==> config.mk <==
export PLATFORM = sky130hd
export DESIGN_NAME = security_alarm_response_unit
export DESIGN_NICKNAME = d
export VERILOG_FILES = /design/src/rtl/alarm_resp_pkg.sv /design/src/rtl/security_alarm_response_unit.sv
export VERILOG_INCLUDE_DIRS = /design/src /design/src/rtl
export SDC_FILE = /design/constraint.sdc
export NUM_CORES = 1
export LEC_CHECK = 0
export BUFFER_PORTS_ARGS = -buffer_cell sky130_fd_sc_hd__buf_2
export CELL_PAD_IN_SITES_DETAIL_PLACEMENT = 1
export CELL_PAD_IN_SITES_GLOBAL_PLACEMENT = 1
export CORE_AREA = 4 4 123 125
export CTS_CLUSTER_DIAMETER = 150
export CTS_CLUSTER_SIZE = 10
export DETAILED_ROUTE_END_ITERATION = 12
export DIE_AREA = 0 0 127 129
export PLACE_DENSITY_LB_ADDON = 0.1
export SETUP_SLACK_MARGIN = 0.05
export SKIP_LAST_GASP = 1
export SLEW_MARGIN = 10
export SYNTH_ARGS = -nofsm -noshare
export SYNTH_HDL_FRONTEND = slang
export SYNTH_SLANG_ARGS = --single-unit
==> constraint.sdc <==
create_clock -name i_clk_sys -period 2.65 [get_ports i_clk_sys]
set_input_delay 0.795 -clock i_clk_sys [delete_from_list [all_inputs] [get_ports i_clk_sys]]
set_output_delay 0.795 -clock i_clk_sys [all_outputs]
set_load 0.02 [all_outputs]
==> src/rtl/alarm_resp_params.svh <==
// Constants for the security alarm response unit
`ifndef ALARM_RESP_PARAMS_SVH
`define ALARM_RESP_PARAMS_SVH
// ==========================================================
// Register offsets (byte addresses)
`define OFF_RESET_CAUSE 12'h000
`define OFF_EXC_REASON 12'h004
`define OFF_IRQ_MASK 12'h008
`define OFF_LIGHT_CFG 12'h00c
`define OFF_NVM_CFG 12'h010
`define OFF_HV_STATUS 12'h014
`define OFF_SENSOR_EN 12'h018
`define OFF_CTRL 12'h01c
// ==========================================================
// Reset cause field positions
`define RC_VOLT 0
`define RC_FREQ 1
`define RC_TEMP 2
`define RC_LIGHT 3
`define RC_ROM_PAR 4
`define RC_POWER_ON 5
`define RC_W 6
// ==========================================================
// Exception reason field positions
`define EX_MEM_LIGHT 0
`define EX_PC 1
`define EX_SP 2
`define EX_STATUS_WORD 3
`define EX_CIPHER 4
`define EX_ARITH 5
`define EX_STK_USER 6
`define EX_STK_SYS 7
`define EX_STK_SUPER 8
`define EX_ECC 9
`define EX_W 10
// ==========================================================
// Reset values and timing
`define RST_LIGHT_CFG 2'h1
`define RST_NVM_CFG 1'h0
`define RST_IRQ_MASK 10'h3ff
`define RESET_HOLD_NS 100
`define CLK_PERIOD_NS 25
`define RESET_HOLD_CYC ((`RESET_HOLD_NS + `CLK_PERIOD_NS - 1) / `CLK_PERIOD_NS)
`define SENSOR_ALL_ON 4'hf
`endif

==> src/rtl/alarm_resp_pkg.sv <==
// Types for the security alarm response unit
package alarm_resp_pkg;
  typedef enum logic [2:0] {
    ST_RUN = 3'b001,
    ST_RESET = 3'b010,
    ST_TEST = 3'b100
  } phase_type;
  typedef enum logic [1:0] {
    LD_OFF = 2'h0,
    LD_FUNC_A = 2'h1,
    LD_FUNC_B = 2'h2
  } light_sel_type;
  typedef struct packed {
    phase_type phase;
    logic [2:0] hold_cnt;
    logic [5:0] reset_cause;
    logic [9:0] exc_reason;
    logic [9:0] irq_mask;
    logic [1:0] light_sel;
    logic nvm_inv_ecc;
    logic hv_ok;
    logic hv_valid;
    logic [31:0] prdata;
    logic [7:0] nvm_data;
    logic nvm_valid;
    logic exc_pulse;
  } state_type;
endpackage

==> src/rtl/security_alarm_response_unit.sv <==
// Security alarm response unit: sensor alarms to chip reset or CPU exception
// Functional notes
// RL1 - Voltage, frequency, temperature or light alarm forces a full chip reset.
// RL2 - Memory light detector or single-fault detector raises an exception instead.
// RL3 - Exception interrupts program flow; reset aborts the running program.
// RL4 - Any reset returns every register to its reset value.
// RL5 - Software can read the cause of the most recent reset.
// RL6 - Software can read which source caused an exception.
// RL7 - Outside factory test mode all sensors are enabled automatically.
// RL8 - Software writes cannot disable the environmental sensors.
// RL9 - Sensor to response mapping is hardwired, no register changes it.
// RL10 - Memory light detection offers two functions, selectable or both off.
// RL11 - PC, stack pointer, status word, cipher, arithmetic faults feed exceptions.
// RL12 - Separate stack limit checks per mode; reaching a limit raises exception.
// RL13 - High-voltage check only sets a status value; no exception or reset.
// RL14 - With inverse error correction on, a detected error raises an exception.
// RL15 - Nonvolatile read path corrects a single-bit error per byte automatically.
// RL16 - Read-only memory parity error forces a chip reset.
// RL17 - Simultaneous exception sources are all recorded in the reason indicator.
`timescale 1ns/1ps
`default_nettype none
`include "alarm_resp_params.svh"
module security_alarm_response_unit import alarm_resp_pkg::*; (
  // Clock and reset
  input wire logic i_clk_sys,
  input wire logic i_rst,
  // APB slave
  input wire logic i_psel,
  input wire logic i_penable,
  input wire logic i_pwrite,
  input wire logic [11:0] i_paddr,
  input wire logic [31:0] i_pwdata,
  output logic [31:0] o_prdata,
  output logic o_pready,
  output logic o_pslverr,
  // Mode strap
  input wire logic i_test_mode,
  // Environmental sensors
  input wire logic i_alarm_volt,
  input wire logic i_alarm_freq,
  input wire logic i_alarm_temp,
  input wire logic i_alarm_light,
  input wire logic i_rom_parity_err,
  // Memory light detector, two functions
  input wire logic i_mem_light_a,
  input wire logic i_mem_light_b,
  // Single-fault detectors
  input wire logic i_fault_pc,
  input wire logic i_fault_sp,
  input wire logic i_fault_status_word,
  input wire logic i_fault_cipher,
  input wire logic i_fault_arith,
  // Stack limit checks
  input wire logic [1:0] i_cpu_mode,
  input wire logic [15:0] i_sp_user,
  input wire logic [15:0] i_sp_sys,
  input wire logic [15:0] i_sp_super,
  input wire logic [15:0] i_sp_lim_user,
  input wire logic [15:0] i_sp_lim_sys,
  input wire logic [15:0] i_sp_lim_super,
  // Nonvolatile memory
  input wire logic i_hv_check_done,
  input wire logic i_hv_check_ok,
  input wire logic i_nvm_rd_valid,
  input wire logic [7:0] i_nvm_rd_data,
  input wire logic [3:0] i_nvm_rd_check,
  input wire logic i_nvm_inv_err,
  output logic [7:0] o_nvm_data,
  output logic o_nvm_valid,
  // CPU side
  output logic o_chip_reset,
  output logic o_cpu_exception,
  output logic o_irq,
  output logic [3:0] o_sensor_en
);
  // ========================================================
  // Hamming SEC decode for one byte
  function automatic logic [7:0] sec_fix(input logic [7:0] d, input logic [3:0] c);
    logic [3:0] s;
    logic [7:0] f;
    s = 4'h0;
    f = d;
    s[0] = c[0] ^ d[0] ^ d[1] ^ d[3] ^ d[4] ^ d[6];
    s[1] = c[1] ^ d[0] ^ d[2] ^ d[3] ^ d[5] ^ d[6];
    s[2] = c[2] ^ d[1] ^ d[2] ^ d[3] ^ d[7];
    s[3] = c[3] ^ d[4] ^ d[5] ^ d[6] ^ d[7];
    case (s)
      4'h3: f[0] = ~d[0];
      4'h5: f[1] = ~d[1];
      4'h6: f[2] = ~d[2];
      4'h7: f[3] = ~d[3];
      4'h9: f[4] = ~d[4];
      4'ha: f[5] = ~d[5];
      4'hb: f[6] = ~d[6];
      4'hc: f[7] = ~d[7];
      default: f = d;
    endcase
    return f;
  endfunction

  state_type st_r;
  state_type st_nxt;
  logic [3:0] sensor_en;
  logic env_alarm;
  logic [`RC_W-1:0] cause_now;
  logic [`EX_W-1:0] exc_now;
  logic mem_light;
  logic wr_acc;
  logic rd_acc;
  logic addr_ok;

  // ========================================================
  // Sensor enables: hardwired, software has no write path
  assign sensor_en = i_test_mode ? 4'h0 : `SENSOR_ALL_ON; // RL7 RL8

  // ========================================================
  // Fixed alarm routing
  assign cause_now[`RC_VOLT] = i_alarm_volt & sensor_en[0]; // RL1 RL9
  assign cause_now[`RC_FREQ] = i_alarm_freq & sensor_en[1]; // RL1
  assign cause_now[`RC_TEMP] = i_alarm_temp & sensor_en[2]; // RL1
  assign cause_now[`RC_LIGHT] = i_alarm_light & sensor_en[3]; // RL1
  assign cause_now[`RC_ROM_PAR] = i_rom_parity_err; // RL16
  assign cause_now[`RC_POWER_ON] = 1'b0;
  assign env_alarm = |cause_now;

  always_comb begin
    case (st_r.light_sel)
      LD_FUNC_A: mem_light = i_mem_light_a; // RL10
      LD_FUNC_B: mem_light = i_mem_light_b; // RL10
      default: mem_light = 1'b0;
    endcase
  end

  assign exc_now[`EX_MEM_LIGHT] = mem_light; // RL2
  assign exc_now[`EX_PC] = i_fault_pc; // RL11
  assign exc_now[`EX_SP] = i_fault_sp; // RL11
  assign exc_now[`EX_STATUS_WORD] = i_fault_status_word; // RL11
  assign exc_now[`EX_CIPHER] = i_fault_cipher; // RL11
  assign exc_now[`EX_ARITH] = i_fault_arith; // RL11
  assign exc_now[`EX_STK_USER] = (i_cpu_mode == 2'h0) && (i_sp_user >= i_sp_lim_user); // RL12
  assign exc_now[`EX_STK_SYS] = (i_cpu_mode == 2'h1) && (i_sp_sys >= i_sp_lim_sys); // RL12
  assign exc_now[`EX_STK_SUPER] = (i_cpu_mode[1]) && (i_sp_super >= i_sp_lim_super); // RL12
  assign exc_now[`EX_ECC] = st_r.nvm_inv_ecc & i_nvm_rd_valid & i_nvm_inv_err; // RL14

  // ========================================================
  // APB decode; zero wait states
  assign addr_ok = (i_paddr[1:0] == 2'h0) && (i_paddr <= `OFF_CTRL);
  assign wr_acc = i_psel & i_penable & i_pwrite;
  assign rd_acc = i_psel & ~i_penable & ~i_pwrite;

  // ========================================================
  // Next state
  always_comb begin
    st_nxt = st_r;
    st_nxt.exc_pulse = 1'b0;
    st_nxt.nvm_valid = i_nvm_rd_valid;
    if (i_nvm_rd_valid) begin
      st_nxt.nvm_data = sec_fix(i_nvm_rd_data, i_nvm_rd_check); // RL15
    end
    if (i_hv_check_done) begin
      st_nxt.hv_ok = i_hv_check_ok; // RL13
      st_nxt.hv_valid = 1'b1;
    end
    case (st_r.phase)
      ST_RUN, ST_TEST: begin
        st_nxt.phase = i_test_mode ? ST_TEST : ST_RUN;
        if (wr_acc && addr_ok) begin
          case (i_paddr)
            `OFF_EXC_REASON: st_nxt.exc_reason = st_r.exc_reason & ~i_pwdata[`EX_W-1:0];
            `OFF_IRQ_MASK: st_nxt.irq_mask = i_pwdata[`EX_W-1:0];
            `OFF_LIGHT_CFG: st_nxt.light_sel = (i_pwdata[1:0] == 2'h3) ? st_r.light_sel : i_pwdata[1:0]; // RL10
            `OFF_NVM_CFG: st_nxt.nvm_inv_ecc = i_pwdata[0];
            `OFF_HV_STATUS: st_nxt.hv_valid = (st_r.hv_valid & ~i_pwdata[1]) | i_hv_check_done; // RL13
            default: st_nxt.reset_cause = st_r.reset_cause;
          endcase
        end
        // Set beats clear, every source kept
        st_nxt.exc_reason = st_nxt.exc_reason | exc_now; // RL6 RL17
        st_nxt.exc_pulse = |exc_now; // RL3
        if (env_alarm) begin
          // Whole state to defaults except the recorded cause
          st_nxt = '0; // RL4
          st_nxt.phase = ST_RESET; // RL1 RL3
          st_nxt.reset_cause = cause_now; // RL5
          st_nxt.hold_cnt = 3'(`RESET_HOLD_CYC);
          st_nxt.light_sel = `RST_LIGHT_CFG;
          st_nxt.irq_mask = `RST_IRQ_MASK;
        end
      end
      ST_RESET: begin
        // Hold reset long enough for the core, re-arm on a new alarm, release on expiry
        st_nxt.reset_cause = st_r.reset_cause | cause_now;
        if (env_alarm) begin
          st_nxt.hold_cnt = 3'(`RESET_HOLD_CYC);
        end else if (st_r.hold_cnt != 3'h0) begin
          st_nxt.hold_cnt = st_r.hold_cnt - 3'h1;
        end else begin
          st_nxt.phase = ST_RUN;
        end
      end
      default: st_nxt.phase = ST_RESET;
    endcase
    if (rd_acc) begin
      case (i_paddr)
        `OFF_RESET_CAUSE: st_nxt.prdata = {26'h0, st_r.reset_cause};
        `OFF_EXC_REASON: st_nxt.prdata = {22'h0, st_r.exc_reason};
        `OFF_IRQ_MASK: st_nxt.prdata = {22'h0, st_r.irq_mask};
        `OFF_LIGHT_CFG: st_nxt.prdata = {30'h0, st_r.light_sel};
        `OFF_NVM_CFG: st_nxt.prdata = {31'h0, st_r.nvm_inv_ecc};
        `OFF_HV_STATUS: st_nxt.prdata = {30'h0, st_r.hv_valid, st_r.hv_ok};
        `OFF_SENSOR_EN: st_nxt.prdata = {28'h0, sensor_en};
        `OFF_CTRL: st_nxt.prdata = {30'h0, st_r.phase == ST_TEST, st_r.phase == ST_RESET};
        default: st_nxt.prdata = 32'h0;
      endcase
    end
  end

  // ========================================================
  // State register
  always_ff @(posedge i_clk_sys or posedge i_rst) begin
    if (i_rst) begin
      st_r <= '0; // RL4
      st_r.phase <= ST_RESET;
      st_r.hold_cnt <= 3'(`RESET_HOLD_CYC);
      st_r.reset_cause <= 6'h20; // RL5
      st_r.irq_mask <= `RST_IRQ_MASK;
      st_r.light_sel <= `RST_LIGHT_CFG;
      st_r.nvm_inv_ecc <= `RST_NVM_CFG;
    end else begin
      st_r <= st_nxt;
    end
  end

  // ========================================================
  // Outputs
  assign o_prdata = st_r.prdata;
  assign o_pready = 1'b1;
  assign o_pslverr = i_psel & i_penable & ~addr_ok;
  assign o_chip_reset = (st_r.phase == ST_RESET); // RL1 RL16
  assign o_cpu_exception = st_r.exc_pulse; // RL2
  assign o_irq = |(st_r.exc_reason & st_r.irq_mask);
  assign o_sensor_en = sensor_en;
  assign o_nvm_data = st_r.nvm_data;
  assign o_nvm_valid = st_r.nvm_valid;

  // ========================================================
  // Checks: reset path

  a_env_reset: assert property (@(posedge i_clk_sys) disable iff (i_rst) // RL1
    (st_r.phase != ST_RESET && (i_alarm_volt | i_alarm_temp) && !i_test_mode) |=> o_chip_reset)
    else $error("env alarm did not reset");

  a_freq_reset: assert property (@(posedge i_clk_sys) disable iff (i_rst) // RL1
    (st_r.phase != ST_RESET && i_alarm_freq && !i_test_mode) |=> o_chip_reset)
    else $error("frequency alarm did not reset");

  a_hold_length: assert property (@(posedge i_clk_sys) disable iff (i_rst) // RL1
    $rose(o_chip_reset) |-> o_chip_reset [*5])
    else $error("reset released early");

  a_rom_reset: assert property (@(posedge i_clk_sys) disable iff (i_rst) // RL16
    (st_r.phase != ST_RESET && i_rom_parity_err) |=> ##[0:1] o_chip_reset)
    else $error("parity did not reset");

  a_rom_cause: assert property (@(posedge i_clk_sys) disable iff (i_rst) // RL16
    (st_r.phase != ST_RESET && i_rom_parity_err) |=> st_r.reset_cause[`RC_ROM_PAR])
    else $error("parity cause missing");

  a_reset_clears: assert property (@(posedge i_clk_sys) disable iff (i_rst) // RL4
    $rose(o_chip_reset) |-> (st_r.exc_reason == 10'h0 && st_r.nvm_inv_ecc == 1'b0))
    else $error("reset left state");

  a_reset_defaults: assert property (@(posedge i_clk_sys) disable iff (i_rst) // RL4
    $rose(o_chip_reset) |->
      (st_r.irq_mask == `RST_IRQ_MASK && st_r.light_sel == `RST_LIGHT_CFG && !st_r.hv_valid))
    else $error("reset defaults wrong");

  a_cause_kept: assert property (@(posedge i_clk_sys) disable iff (i_rst) // RL5
    (st_r.phase == ST_RUN && i_alarm_temp && !i_test_mode) |=> st_r.reset_cause[`RC_TEMP])
    else $error("reset cause missing");

  a_cause_exact: assert property (@(posedge i_clk_sys) disable iff (i_rst) // RL5
    $rose(o_chip_reset) |-> (st_r.reset_cause == $past(cause_now)))
    else $error("reset cause not exact");

  a_reset_no_exc: assert property (@(posedge i_clk_sys) disable iff (i_rst) // RL3
    o_chip_reset |-> !o_cpu_exception)
    else $error("exception during reset");

  // ========================================================
  // Checks: exception path

  a_exc_no_reset: assert property (@(posedge i_clk_sys) disable iff (i_rst) // RL2
    (st_r.phase == ST_RUN && i_fault_pc && !env_alarm) |=> (o_cpu_exception && !o_chip_reset))
    else $error("fault did not raise exception");

  a_exc_pulse_cause: assert property (@(posedge i_clk_sys) disable iff (i_rst) // RL3
    o_cpu_exception |-> $past(|exc_now))
    else $error("exception without source");

  a_reason_sticky: assert property (@(posedge i_clk_sys) disable iff (i_rst) // RL6
    (st_r.exc_reason[`EX_PC] && !env_alarm && st_r.phase == ST_RUN && !wr_acc) |=> st_r.exc_reason[`EX_PC])
    else $error("reason lost");

  a_reason_set: assert property (@(posedge i_clk_sys) disable iff (i_rst) // RL6
    (st_r.phase == ST_RUN && !env_alarm && exc_now != 10'h0)
      |=> ((st_r.exc_reason & $past(exc_now)) == $past(exc_now)))
    else $error("reason not recorded");

  a_all_sources: assert property (@(posedge i_clk_sys) disable iff (i_rst) // RL17
    (st_r.phase == ST_RUN && !env_alarm && i_fault_cipher && i_fault_arith)
      |=> (st_r.exc_reason[`EX_CIPHER] && st_r.exc_reason[`EX_ARITH]))
    else $error("source dropped");

  a_fault_status: assert property (@(posedge i_clk_sys) disable iff (i_rst) // RL11
    (st_r.phase == ST_RUN && i_fault_status_word && !env_alarm)
      |=> (st_r.exc_reason[`EX_STATUS_WORD] && !o_chip_reset))
    else $error("status word fault lost");

  a_stack_user: assert property (@(posedge i_clk_sys) disable iff (i_rst) // RL12
    (st_r.phase == ST_RUN && i_cpu_mode == 2'h0 && i_sp_user >= i_sp_lim_user && !env_alarm)
      |=> st_r.exc_reason[`EX_STK_USER])
    else $error("user stack limit missed");

  a_stack_split: assert property (@(posedge i_clk_sys) disable iff (i_rst) // RL12
    (i_cpu_mode == 2'h0) |-> (!exc_now[`EX_STK_SYS] && !exc_now[`EX_STK_SUPER]))
    else $error("idle stack checked");

  a_ecc_exc: assert property (@(posedge i_clk_sys) disable iff (i_rst) // RL14
    (st_r.phase == ST_RUN && st_r.nvm_inv_ecc && i_nvm_rd_valid && i_nvm_inv_err && !env_alarm)
      |=> (o_cpu_exception && st_r.exc_reason[`EX_ECC]))
    else $error("ecc error not raised");

  a_ecc_off: assert property (@(posedge i_clk_sys) disable iff (i_rst) // RL14
    !st_r.nvm_inv_ecc |-> !exc_now[`EX_ECC])
    else $error("ecc raised while off");

  a_light_func: assert property (@(posedge i_clk_sys) disable iff (i_rst) // RL10
    (st_r.phase == ST_RUN && st_r.light_sel == 2'h2 && i_mem_light_b && !env_alarm)
      |=> st_r.exc_reason[`EX_MEM_LIGHT])
    else $error("light function missed");

  a_light_off: assert property (@(posedge i_clk_sys) disable iff (i_rst) // RL10
    (st_r.light_sel == 2'h0) |-> !exc_now[`EX_MEM_LIGHT])
    else $error("light detect while off");

  // ========================================================
  // Checks: sensors, configuration and memory

  a_sensors_on: assert property (@(posedge i_clk_sys) disable iff (i_rst) // RL7
    !i_test_mode |-> o_sensor_en == 4'hf)
    else $error("sensor disabled");

  a_sensors_test: assert property (@(posedge i_clk_sys) disable iff (i_rst) // RL7
    i_test_mode |-> o_sensor_en == 4'h0)
    else $error("sensor on in test mode");

  a_sensor_fixed: assert property (@(posedge i_clk_sys) disable iff (i_rst) // RL8
    $stable(i_test_mode) |-> $stable(o_sensor_en))
    else $error("sensor enable moved");

  a_light_map: assert property (@(posedge i_clk_sys) disable iff (i_rst) // RL9
    (st_r.phase != ST_RESET && i_alarm_light && !i_test_mode) |=> (o_chip_reset && !o_cpu_exception))
    else $error("light sensor misrouted");

  a_light_legal: assert property (@(posedge i_clk_sys) disable iff (i_rst) // RL10
    st_r.light_sel != 2'h3)
    else $error("light select illegal");

  a_hv_no_event: assert property (@(posedge i_clk_sys) disable iff (i_rst) // RL13
    (i_hv_check_done && !i_hv_check_ok && exc_now == 10'h0 && !env_alarm && st_r.phase == ST_RUN)
      |=> (!o_cpu_exception && !o_chip_reset))
    else $error("hv check caused event");

  a_hv_status: assert property (@(posedge i_clk_sys) disable iff (i_rst) // RL13
    (i_hv_check_done && !env_alarm)
      |=> (st_r.hv_valid && st_r.hv_ok == $past(i_hv_check_ok)))
    else $error("hv status not kept");

  a_nvm_fix: assert property (@(posedge i_clk_sys) disable iff (i_rst) // RL15
    (i_nvm_rd_valid && i_nvm_rd_check == 4'h0 && $onehot(i_nvm_rd_data) && !env_alarm)
      |=> (o_nvm_valid && o_nvm_data == 8'h0))
    else $error("single bit not corrected");
endmodule
`default_nettype wire

== Word-level counts from Yosys, hierarchy flattened ==
Cells that the tools add are included.

* Register bits: 79
* Input port bits: 176
* Output and inout bits: 50
* Word-level logic and storage cells: 152

* Add/subtract/negate cells: 1
* Magnitude comparators: 4
* Equality and inequality tests: 31
* Multiplexer cells: 32
* Bitwise logic cells: 48
* Reductions and logical operators: 23

{| class="wikitable"
|+ Operators with widths
! operator !! count
|-
| 10-bit case mux with 8 select lines || 1
|-
| 79-bit 2-to-1 mux || 1
|-
| 12-bit by 5-bit equality test with 1-bit output (second input constant) || 4
|-
| 16-bit greater-or-equal comparator || 3
|-
| 23-bit 2-to-1 mux || 2
|-
| 44-bit 2-to-1 mux || 1
|-
| 32-bit 2-to-1 mux || 1
|-
| 12-bit by 4-bit equality test with 1-bit output (second input constant) || 2
|-
| 10-bit AND || 2
|-
| 10-bit 2-to-1 mux || 2
|-
| 10-bit OR reduction || 2
|-
| 9-bit case mux with 2 select lines || 1
|-
| 1-bit bitwise XOR || 18
|-
| 4-bit equality test (second input constant) || 4
|-
| 3-bit 2-to-1 mux || 5
|-
| 3-bit != test (second input constant) || 5
|-
| 1-bit AND || 12
|-
| 12-bit by 3-bit equality test with 1-bit output (second input constant) || 1
|-
| 4-bit by 3-bit equality test with 1-bit output (second input constant) || 3
|-
| 12-bit by 5-bit less-or-equal comparator with 1-bit output (second input constant) || 1
|-
| 12-bit logical NOT || 1
|-
| 1-bit inverter || 12
|-
| 1-bit 2-to-1 mux || 11
|-
| 10-bit inverter || 1
|-
| other kinds (26) || 43
|}

== Longest topological paths before layout ==
Gate-level depths: netlist (run 1).

* Word-level depth: 11
* Mapped depth: 8
* Depth with buffers taken out: 8

== Worst setup path before layout (run 1) ==
No wires, ideal clock.

* Kind: input to register
* Start point: input port i_alarm_freq
* End point: register st_r, in the netlist o_cpu_exception
* Library setup time: 0.080 ns
* Data arrival time: 2.288 ns
* Data required time: 2.570 ns
* Slack: 0.282 ns
* Cell stages on the path: 6
* Buffers on the path: 0
* Cell sequence: or4_4 a2111oi_4 o211ai_2 a211oi_2 a21oi_1 o211ai_2

{| class="wikitable"
|+ RTL lines
! item !! line !! RTL
|-
| from (decl) || security_alarm_response_unit.sv:40 || <nowiki>input wire logic i_alarm_freq,</nowiki>
|-
| to (signal assigned) || security_alarm_response_unit.sv:230 || <nowiki>st_r <= st_nxt;</nowiki>
|-
| to (decl) || security_alarm_response_unit.sv:101 || <nowiki>state_type st_r;</nowiki>
|}

== Final worst setup path (run 1) ==
* Start point: register st_r[77] (netlist name)
* End point: output port o_chip_reset

* Cells in the longest elaborated chain, start to end: 1

{| class="wikitable"
|+ RTL lines
! item !! line !! RTL
|-
| 3-bit by 2-bit equality test with 1-bit output || security_alarm_response_unit.sv:239 || <nowiki>assign o_chip_reset = (st_r.phase == ST_RESET);</nowiki>
|-
| to (decl) || security_alarm_response_unit.sv:71 || <nowiki>output logic o_chip_reset,</nowiki>
|}

Every way passes these cells.

==> results of run 1 <==
## worst paths after layout
| path | startpoint | endpoint | slack, ns | depth (start not counted) |
|---|---|---|---|---|
| hold reg to reg | o_prdata[2] | o_prdata[2] | 0.47 | 2 |
| hold / removal | o_prdata[2] | o_prdata[2] | 0.47 | 2 |
| max in group asynchronous | i_rst | st_r[50] | 1.53 | 3 |
| min in group asynchronous | i_rst | st_r[68] | 0.49 | 2 |
| setup / recovery | st_r[77] | o_chip_reset | 0.13 | 3 |
| setup reg to reg | st_r[76] | st_r[61] | 0.83 | 7 |
## metrics by stage
stage	setup slack, ns	util, %
6_report	0.134	43.1
2_1_floorplan	0.282	-
3_5_place_dp	-0.0157	41.1
3_3_place_gp	-0.00869	41.1
4_1_cts	0.0523	43.1
5_1_grt	0.0715	43.1
## worst reg2reg max path, cell delays in order (launching register included)
cell     delay (ns)
dfrtp_1        0.39
xnor2_1        0.35
nor2_1         0.08
buf_4          0.20
and2_1         0.18
nand2_1        0.21
o21ai_0        0.17
a21oi_1        0.17
## metal layers
metal / track usage (%) / vias up
li1: - / 2151
met1: 20.6 / 2105
met2: 31.0 / 132
met3: 5.69 / 14
met4: 4.10 / 2
met5: 0 / -
## final cells by class
class,instances,area (um^2)
timing repair buffer,200,1080
clock buffer,14,274
fill,1738,7890
clock inverter,2,12.5
tap,180,225
sequential,57,1440
inverter,59,221
multi-input combinational,383,2730
## state kept, by name, summed over array words and instances (netlist names)
signal,cells
o_prdata,10
o_cpu_exception,1
o_nvm_data,8
st_r,37
o_nvm_valid,1
## cells in the mapped netlist (all sizes together) (2+ instances only)
cell     instances
and2             7
o211ai           4
ha              52
nor4             2
a221oi           2
dfrtp           43
nor3             7
nor2b           10
mux4             3
a22o            15
a211oi           2
nand3b           3
a21oi           49
a32oi            2
nand2b           7
dfstp           14
nand3            6
and3             5
a22oi            5
nor3b            3
nand4            7
nand2           43
nor2            29
a2111oi          2
a31oi            4
inv             59
xnor2           13
a21o             8
conb             2
xnor3            3
clkbuf          10
o2111ai          2
xor2             6
mux2i            5
a211o            2
o21ai           40
buf             45
## timing repair
action / CTS / global route
gates resized for setup: 0 / 1
hold buffers: 0 / 0
endpoints found under the setup margin: 0 / 1
## logic make-up (layout without fill, tap and decap cells)
family	Yosys count	in the layout	share of synthesized area, %
mux	9	9	2.75
flops	57	57	30.8
xor+xnor	23	23	5.65
simple gates	133	133	14.2
buf+inv	114	275	12.6
compound gates	143	143	20.0
fa+ha+maj	52	52	13.9
other cells	2	23	0.160
## power groups by stage
stage | Clock (mW) | Sequential, mW | Combinational (mW)
2_1_floorplan | 0 | 0.978 | 0.527
3_3_place_gp | 0 | 0.989 | 0.722
3_5_place_dp | 0 | 0.992 | 0.744
4_1_cts | 1.14 | 0.979 | 0.750
5_1_grt | 1.17 | 0.986 | 0.835
6_report | 1.11 | 0.979 | 0.738
==> results.py, run 1 <==
metrics = {
    "status": {
        "status": "finished, final reports clean",
    },
    "cts": {
        "cts_buffers": 9,
        "cts_tree": "built",
        "clk_latency_ns": 0.33,
        "h-tree-depth": 3,
        "cts.reportedPaths.clkPinSlew_ns": 0.05,
        "cts-root-buf": "clkbuf_16",
        "clockBufferDepth": 2,
        "postCtsSetupRepairBufs": 0,
        "clock-sinks": 57,
    },
    "floorplanning": {
        "die_x_um": 127,
        "boundaryPins": 226,
        "rows": 43,
        "core_area_um2": 13900,
        "start_util_pct": 33.8,
        "dieArea_um2": 16400,
        "dieHeight_um": 129,
    },
    "synthesis": {
        "ys_top_cells_by_area": "dfrtp_1, ha_1, dfstp_2, buf_4, a21oi_1",
        "synth_ff_type": "dfrtp_1",
        "yosys_warnings": 0,
        "syn-cell-area_um2": 4690,
        "synthesis.instances": 533,
        "async_flop_share_pct": 100,
        "ys_seq_area_share_pct": 30.8,
        "synth.largest_area_cell": "dfrtp_1",
        "ys_ff_latch": 57,
        "synth_edf_count": 0,
        "yosysUniqueCellTypes": 59,
        "avgSynthCellArea_um2": 8.80,
        "synthDominantCellAreaShare_pct": 22.9,
    },
    "final_layout": {
        "antenna_cells": 0,
        "fin_nets": 938,
        "finalNonFillerCells": 895,
        "drive_gt1_share_pct": 34.8,
        "final_common_cell": "buf_2",
        "stdcell_area_um2": 5990,
        "final_cell_mix": "buf_2, inv_1, ha_1",
        "syn2layout_area_growth_pct": 27.6,
    },
    "routing": {
        "drt-total-wl_um": 14400,
        "met2_length_um": 7220,
        "vias_per_cell": 4.92,
        "drtPass1Iterations": 4,
        "wl_per_cell_um": 16.1,
        "first_iter_violations": 178,
        "wl_met3_um": 1090,
        "drc_errors": 0,
        "vias": 4404,
        "wl_met1_um": 5930,
        "ant_nets": 0,
        "highest_layer": "met5",
    },
    "worst_hold_path": {
        "min_path_type": "reg -> reg",
    },
    "global_routing": {
        "grt_pass1_vias": 4654,
        "grt_max_degree": 38,
        "antenna_found_initial": 1,
        "grtUsageTotal_pct": 17.5,
        "grt_pass1_wl_um": 23000,
        "grt.overflow.total": 0,
    },
    "place": {
        "placed_area_um2": 5700,
        "dp.cells": 879,
        "io_buffers": 180,
        "dp_hpwl_um": 12200,
        "gp_congestion": 0.825,
    },
    "timing": {
        "max_freq_mhz": 398,
        "tns_ns": 0,
        "setup_viol": 0,
        "min_period_ns": 2.52,
        "holdWs_ns": 0.470,
        "slew_violations": 0,
        "period_share_pct": 94.9,
        "finalHoldViolCount": 0,
        "rsz0062_at_grt": "false",
        "fin_skew_ns": 0.00712,
    },
    "power_and_ir_drop": {
        "p_per_area_nw_per_um2": 473,
        "ir_drop_mv": 0.339,
        "power.switching_mw": 0.852,
        "p_total_mw": 2.83,
        "internal_power_mw": 1.98,
        "seqPwrFrac_pct": 34.6,
        "combPwrFrac_pct": 26.1,
        "clkPwrFrac_pct": 39.3,
        "switching_share_pct": 30.1,
        "total_leakage_power_nw": 3.12,
    },
    "critical_path": {
        "cp.arrival_ns": 1.72,
        "critPathMaxStageDelay_ns": 0.58,
        "start_kind": "register",
        "critical-path-slowest-cell": "dfstp_2",
        "path_delay_family": "flip-flops",
        "end_kind": "output pin",
        "cp_cell_sequence": "or3b_2 -> inv_2 -> buf_2",
        "path_max_fanout": 5,
        "required_ns": 1.86,
        "worst-path-buf-inv": 2,
        "critPathKind": "reg -> out",
    },
    "job": {
        "cap_violations": 0,
    },
}
(Power assumes the default switching activity.)
==> run 2, diff against run 1 <==
--- a/config.mk
+++ b/config.mk
@@ -6,14 +6,15 @@
 export SDC_FILE = /design/constraint.sdc
 export NUM_CORES = 1
 export LEC_CHECK = 0
+export ABC_AREA = 1
 export BUFFER_PORTS_ARGS = -buffer_cell sky130_fd_sc_hd__buf_2
 export CELL_PAD_IN_SITES_DETAIL_PLACEMENT = 1
 export CELL_PAD_IN_SITES_GLOBAL_PLACEMENT = 1
-export CORE_AREA = 4 4 123 125
+export CORE_AREA = 4 4 133 135
 export CTS_CLUSTER_DIAMETER = 150
 export CTS_CLUSTER_SIZE = 10
 export DETAILED_ROUTE_END_ITERATION = 12
-export DIE_AREA = 0 0 127 129
+export DIE_AREA = 0 0 137 139
 export PLACE_DENSITY_LB_ADDON = 0.1
 export SETUP_SLACK_MARGIN = 0.05
 export SKIP_LAST_GASP = 1
==> run 2 against run 1 <==
  * Utilization is 3.1 points lower
  * Critical path type is now in -> out
  * Wire length is 9.1% higher
  * Count of clock-buffer cells in the layout is 1 lower
  * Power is 39% higher
  * Sequential cell count stayed put
  * Critical path depth is 5 higher
  * Largest power group is now registers
  * Worst setup slack better by 0.11 ns
  * Sequential share of layout area is 2.2 points lower
  * Die area is 16% higher
==> results.py, run 2 <==
metrics = {
    "status": {
        "status": "finished, final reports clean",
    },
    "synthesis": {
        "synth_top_family_by_area": "simple AND/OR/NAND/NOR gates",
        "synth.largest_area_cell": "dfrtp_1",
        "ys_top_cells_by_area": "dfrtp_1, nand2_1, ha_1, inv_1, dfstp_2",
        "ys_seq_area_share_pct": 27.1,
        "synth_edf_count": 0,
        "syn-cell-area_um2": 5340,
        "avgSynthCellArea_um2": 6.52,
        "yosysMostFrequentCell": "nand2_1",
        "synthMuxAreaShare_pct": 0,
        "synth-compound-area-share_pct": 9.92,
        "synth_ff_type": "dfrtp_1",
        "synthesis.instances": 819,
        "synthSimpleGateAreaFrac_pct": 32.4,
        "async_flop_share_pct": 100,
        "yosys_warnings": 0,
        "synthDominantCellAreaShare_pct": 20.2,
        "synth_fa_ha_area_share_pct": 12.2,
        "yosysUniqueCellTypes": 39,
        "synthXorXnorAreaFrac_pct": 0.492,
        "ys_ff_latch": 57,
        "ys_top_cells_by_count": "nand2_1, inv_1, nor2_1, nand3_1, ha_1",
    },
    "routing": {
        "vias_per_cell": 4.45,
        "ant_nets": 0,
        "first_iter_violations": 158,
        "wl_per_cell_um": 13.0,
        "vias": 5389,
        "drt-total-wl_um": 15700,
        "drtPass1Iterations": 4,
        "drc_errors": 0,
    },
    "critical_path": {
        "critPathKind": "in -> out",
        "path_max_fanout": 3,
        "required_ns": 1.86,
        "cp.arrival_ns": 1.61,
        "start_kind": "input port",
        "end_kind": "output pin",
    },
    "power_and_ir_drop": {
        "p_per_area_nw_per_um2": 598,
        "ir_drop_mv": 0.251,
        "combPwrFrac_pct": 33.9,
        "clkPwrFrac_pct": 31.5,
        "seqPwrFrac_pct": 34.6,
        "switching_share_pct": 35.6,
        "total_leakage_power_nw": 3.90,
        "power.switching_mw": 1.40,
        "internal_power_mw": 2.54,
    },
    "timing": {
        "min_period_ns": 2.40,
        "finalHoldViolCount": 0,
        "holdWs_ns": 0.409,
        "setup_viol": 0,
        "fin_skew_ns": 0.00494,
        "period_share_pct": 90.7,
        "rsz0062_at_grt": "false",
        "max_freq_mhz": 416,
        "tns_ns": 0,
        "slew_violations": 0,
    },
    "final_layout": {
        "drive_gt1_share_pct": 25.0,
        "largest_register_ffs": 37,
        "final_common_cell": "nand2_1",
        "top_register": "st_r",
        "syn2layout_area_growth_pct": 23.6,
        "fin_nets": 1214,
        "finish.utilization_pct": 40.1,
        "final_cell_mix": "nand2_1, buf_2, inv_1",
    },
    "global_routing": {
        "grt_pass1_wl_um": 26000,
        "grtUsageTotal_pct": 16.8,
        "antenna_found_initial": 6,
        "grt_max_degree": 49,
        "grt.overflow.total": 0,
        "grt_pass1_vias": 5491,
    },
    "cts": {
        "clock-sinks": 57,
        "holdBufCountCts": 0,
        "cts_resized": 0,
        "cts_tree": "built",
        "cts.reportedPaths.clkPinSlew_ns": 0.05,
        "cts_buffers": 9,
        "postCtsSetupRepairBufs": 0,
        "h-tree-depth": 3,
        "cts-root-buf": "clkbuf_16",
        "clk_latency_ns": 0.33,
        "clockBufferDepth": 2,
    },
    "floorplanning": {
        "die_x_um": 137,
        "boundaryPins": 226,
        "dieHeight_um": 139,
        "rows": 47,
        "dieArea_um2": 19000,
        "start_util_pct": 32.4,
        "core_area_um2": 16500,
    },
    "job": {
        "cap_violations": 0,
    },
    "place": {
        "io_buffers": 180,
        "gp_congestion": 0.805,
        "dp_hpwl_um": 13500,
    },
    "worst_hold_path": {
        "min_path_type": "in -> async",
    },
}
==> run 2: cell families after synthesis <==
kind of cell | count (synthesis)
adders and majority gates | 52
buffers and inverters | 202
xor gates and xnor gates | 3
DFF | 57
other | 2
and+or+nand+nor | 415
AOI/OAI and AO/OA | 88
==> run 2: power by group through the flow <==
stage	Clock (mW)	Combinational (mW)	Sequential [mW]
6_report	1.24	1.34	1.37
2_1_floorplan	0	1.01	1.32
4_1_cts	1.28	1.37	1.37
5_1_grt	1.32	1.57	1.40
3_5_place_dp	0	1.36	1.38
3_3_place_gp	0	1.34	1.37
==> run 2: metal layers <==
layer / wire, um / GRT usage (%) / part of all wire [%] / vias to the layer above
met2: 7560 / 28.5 / 48 / 113
met5: 44 / 0 / 0.28 / -
met4: 159 / 3.83 / 1.0 / 10
met3: 1050 / 4.57 / 6.7 / 19
li1: - / - / - / 2833
met1: 6940 / 21.3 / 44 / 2414
==> run 2: path summary, 6_finish.rpt <==
path | from | end | slack, ns | cells past startpoint
worst max-delay path | i_paddr[7] | o_pslverr | 0.25 | 8
worst min-delay path | i_rst | o_nvm_valid | 0.41 | 2
worst max register to register | st_r[76] | st_r[70] | 0.74 | 8
worst min register to register | o_prdata[3] | o_prdata[3] | 0.47 | 2
max in group asynchronous | i_rst | st_r[45] | 1.65 | 3
min in group i_clk_sys | o_prdata[3] | o_prdata[3] | 0.47 | 2
==> run 2: area by class of cell <==
type                       count  area (um^2)
fill                        2249         9870
multi-input combinational    581         3020
sequential                    57         1440
timing repair buffer         187          966
inverter                     150          571
tap                          220          275
clock buffer                  13          250
clock inverter                 3         65.1
antenna                        1         2.50
==> run 2: per-stage QoR <==
stage | power [mW] | instance area, um^2 | setup WS [ns] | cells
floorplan | 2.32 | 5420 | 0.459 | 840
global placement | 2.71 | 6280 | 0.244 | 1195
detailed placement | 2.74 | 6280 | 0.229 | 1195
CTS | 4.02 | 6600 | 0.231 | 1211
global route | 4.28 | 6600 | 0.121 | 1212
finish | 3.95 | 6600 | 0.247 | 1212
==> run 2: critical path: stages <==
cell and delay [ns]:
buf_2 0.10, nor2_1 0.17, nand2_1 0.07, nor2_1 0.13
nand2_1 0.06, inv_1 0.09, nor2_1 0.04, buf_2 0.15
==> run 3, diff against run 2 <==
--- a/config.mk
+++ b/config.mk
@@ -10,11 +10,11 @@
 export BUFFER_PORTS_ARGS = -buffer_cell sky130_fd_sc_hd__buf_2
 export CELL_PAD_IN_SITES_DETAIL_PLACEMENT = 1
 export CELL_PAD_IN_SITES_GLOBAL_PLACEMENT = 1
-export CORE_AREA = 4 4 133 135
+export CORE_AREA = 2 2 131 133
 export CTS_CLUSTER_DIAMETER = 150
 export CTS_CLUSTER_SIZE = 10
 export DETAILED_ROUTE_END_ITERATION = 12
-export DIE_AREA = 0 0 137 139
+export DIE_AREA = 0 0 133 135
 export PLACE_DENSITY_LB_ADDON = 0.1
 export SETUP_SLACK_MARGIN = 0.05
 export SKIP_LAST_GASP = 1
==> run 3 against run 2 <==
  * Global-route usage rose by 1.1 points
  * Utilization about the same
  * Die area fell by 5.7%
  * Combinational power is essentially flat
  * Critical endpoint unchanged
  * Highest routed layer is now met4
==> results.py, run 3 (synthesis gave the netlist of run 2 again) <==
metrics = {
    "final_layout": {
        "stdcell_area_um2": 6570,
        "fin_nets": 1212,
        "fillers": 2218,
        "register_area_um2": 1440,
        "final_cell_mix": "nand2_1, buf_2, inv_1",
        "multi_input_area_um2": 3020,
        "drive_gt1_share_pct": 25.0,
        "final_common_cell": "nand2_1",
        "syn2layout_area_growth_pct": 23.1,
        "top_register": "st_r",
        "largest_register_ffs": 37,
    },
    "timing": {
        "tns_ns": 0,
        "fin_skew_ns": 0.00877,
        "rsz0062_at_grt": "false",
        "slew_violations": 0,
        "setup_viol": 0,
        "finalHoldViolCount": 0,
        "max_freq_mhz": 415,
        "fin_ws_ns": 0.240,
        "period_share_pct": 90.9,
        "min_period_ns": 2.41,
    },
    "cts": {
        "cts_tree": "built",
        "postCtsSetupRepairBufs": 0,
        "clock-sinks": 57,
        "cts-root-buf": "clkbuf_16",
        "cts_buffers": 9,
        "holdBufCountCts": 0,
        "clk_latency_ns": 0.33,
        "cts.reportedPaths.clkPinSlew_ns": 0.05,
        "h-tree-depth": 3,
        "cts_resized": 0,
        "clockBufferDepth": 2,
    },
    "place": {
        "place_ws_ns": 0.210,
        "placed_area_um2": 6260,
        "dp_hpwl_um": 13100,
        "io_buffers": 180,
        "gp_congestion": 0.776,
    },
    "routing": {
        "drtPass1Iterations": 4,
        "vias": 5368,
        "wl_per_cell_um": 12.8,
        "ant_nets": 0,
        "drt-total-wl_um": 15600,
        "first_iter_violations": 231,
        "vias_per_cell": 4.43,
        "drc_errors": 0,
    },
    "critical_path": {
        "critPathKind": "in -> out",
        "reg2reg_depth": 8,
        "path_max_fanout": 5,
        "required_ns": 1.86,
        "cp.arrival_ns": 1.61,
        "start_kind": "input port",
        "end_kind": "output pin",
    },
    "power_and_ir_drop": {
        "p_per_area_nw_per_um2": 589,
        "total_leakage_power_nw": 3.88,
        "ir_drop_mv": 0.269,
        "p_total_mw": 3.87,
    },
    "floorplanning": {
        "dieHeight_um": 135,
        "die_x_um": 133,
        "dieArea_um2": 18000,
        "start_util_pct": 32.5,
        "rows": 47,
        "core_area_um2": 16400,
        "boundaryPins": 226,
    },
    "global_routing": {
        "use_met3_pct": 4.39,
        "grtUsageTotal_pct": 18.0,
        "antenna_found_initial": 2,
        "use_met1_pct": 22.2,
        "grt_max_degree": 58,
        "busiest_layer": "met2",
        "grt_pass1_vias": 5449,
        "grt.overflow.total": 0,
        "grt_pass1_wl_um": 26000,
        "grt_use_met2_pct": 31.8,
    },
    "worst_hold_path": {
        "min_path_type": "reg -> reg",
        "hold_path_depth": 2,
    },
    "job": {
        "cap_violations": 0,
    },
    "status": {
        "status": "finished, final reports clean",
    },
}
[run 3: cell count changes in the layout (fill, tap and decap cells not counted)]
cell and delta:
diode_2 +2, clkinv_2 +1, buf_4 -2, clkbuf_8 +1, clkbuf_1 -1, bufinv_16 -1
[run 3: critical path: stages]
cell and delay [ns]:
buf_2 0.09, nor2_1 0.10, nand2_1 0.14, nor2_1 0.15, nand2_1 0.07, inv_1 0.09
nor2_1 0.04, buf_2 0.15
[run 3: cell type report]
class / instances / share of cell area (%)
inverter: 150 / 8.68
clock buffer: 13 / 3.96
tap: 220 / 4.19
antenna: 3 / 0.114
sequential: 57 / 22.0
clock inverter: 3 / 0.609
multi-input combinational: 581 / 46.0
timing repair buffer: 185 / 14.5
[run 3: layer usage]
metal,up-vias,share of wire [%]
met2,111,48
met1,2405,45
met5,-,0
li1,2836,-
met4,0,1.2
met3,16,5.6
[run 3: report_power, final]
part / switching [mW] / internal (mW)
clock: 0.389 / 0.775
combinational: 0.850 / 0.496
sequential: 0.162 / 1.20
total: 1.40 / 2.47
[run 3: final timing paths]
| path | from | to | slack (ns) |
|---|---|---|---|
| worst max register to register | st_r[78] | st_r[68] | 0.76 |
| max in group asynchronous | i_rst | st_r[75] | 1.82 |
| worst min-delay path | o_prdata[0] | o_prdata[0] | 0.47 |
| worst min register to register | o_prdata[0] | o_prdata[0] | 0.47 |
| min in group asynchronous | i_rst | o_prdata[1] | 0.51 |
| worst max-delay path | i_paddr[11] | o_pslverr | 0.24 |
[run 3: stage by stage]
step / std cells / hold slack, ns / utilization (%)
floorplan: 840 / 0.431 / -
global placement: 1193 / 0.459 / 38.2
detailed placement: 1193 / 0.461 / 38.2
CTS: 1209 / 0.476 / 40.0
global route: 1210 / 0.501 / 40.0
finish: 1212 / 0.470 / 40.1
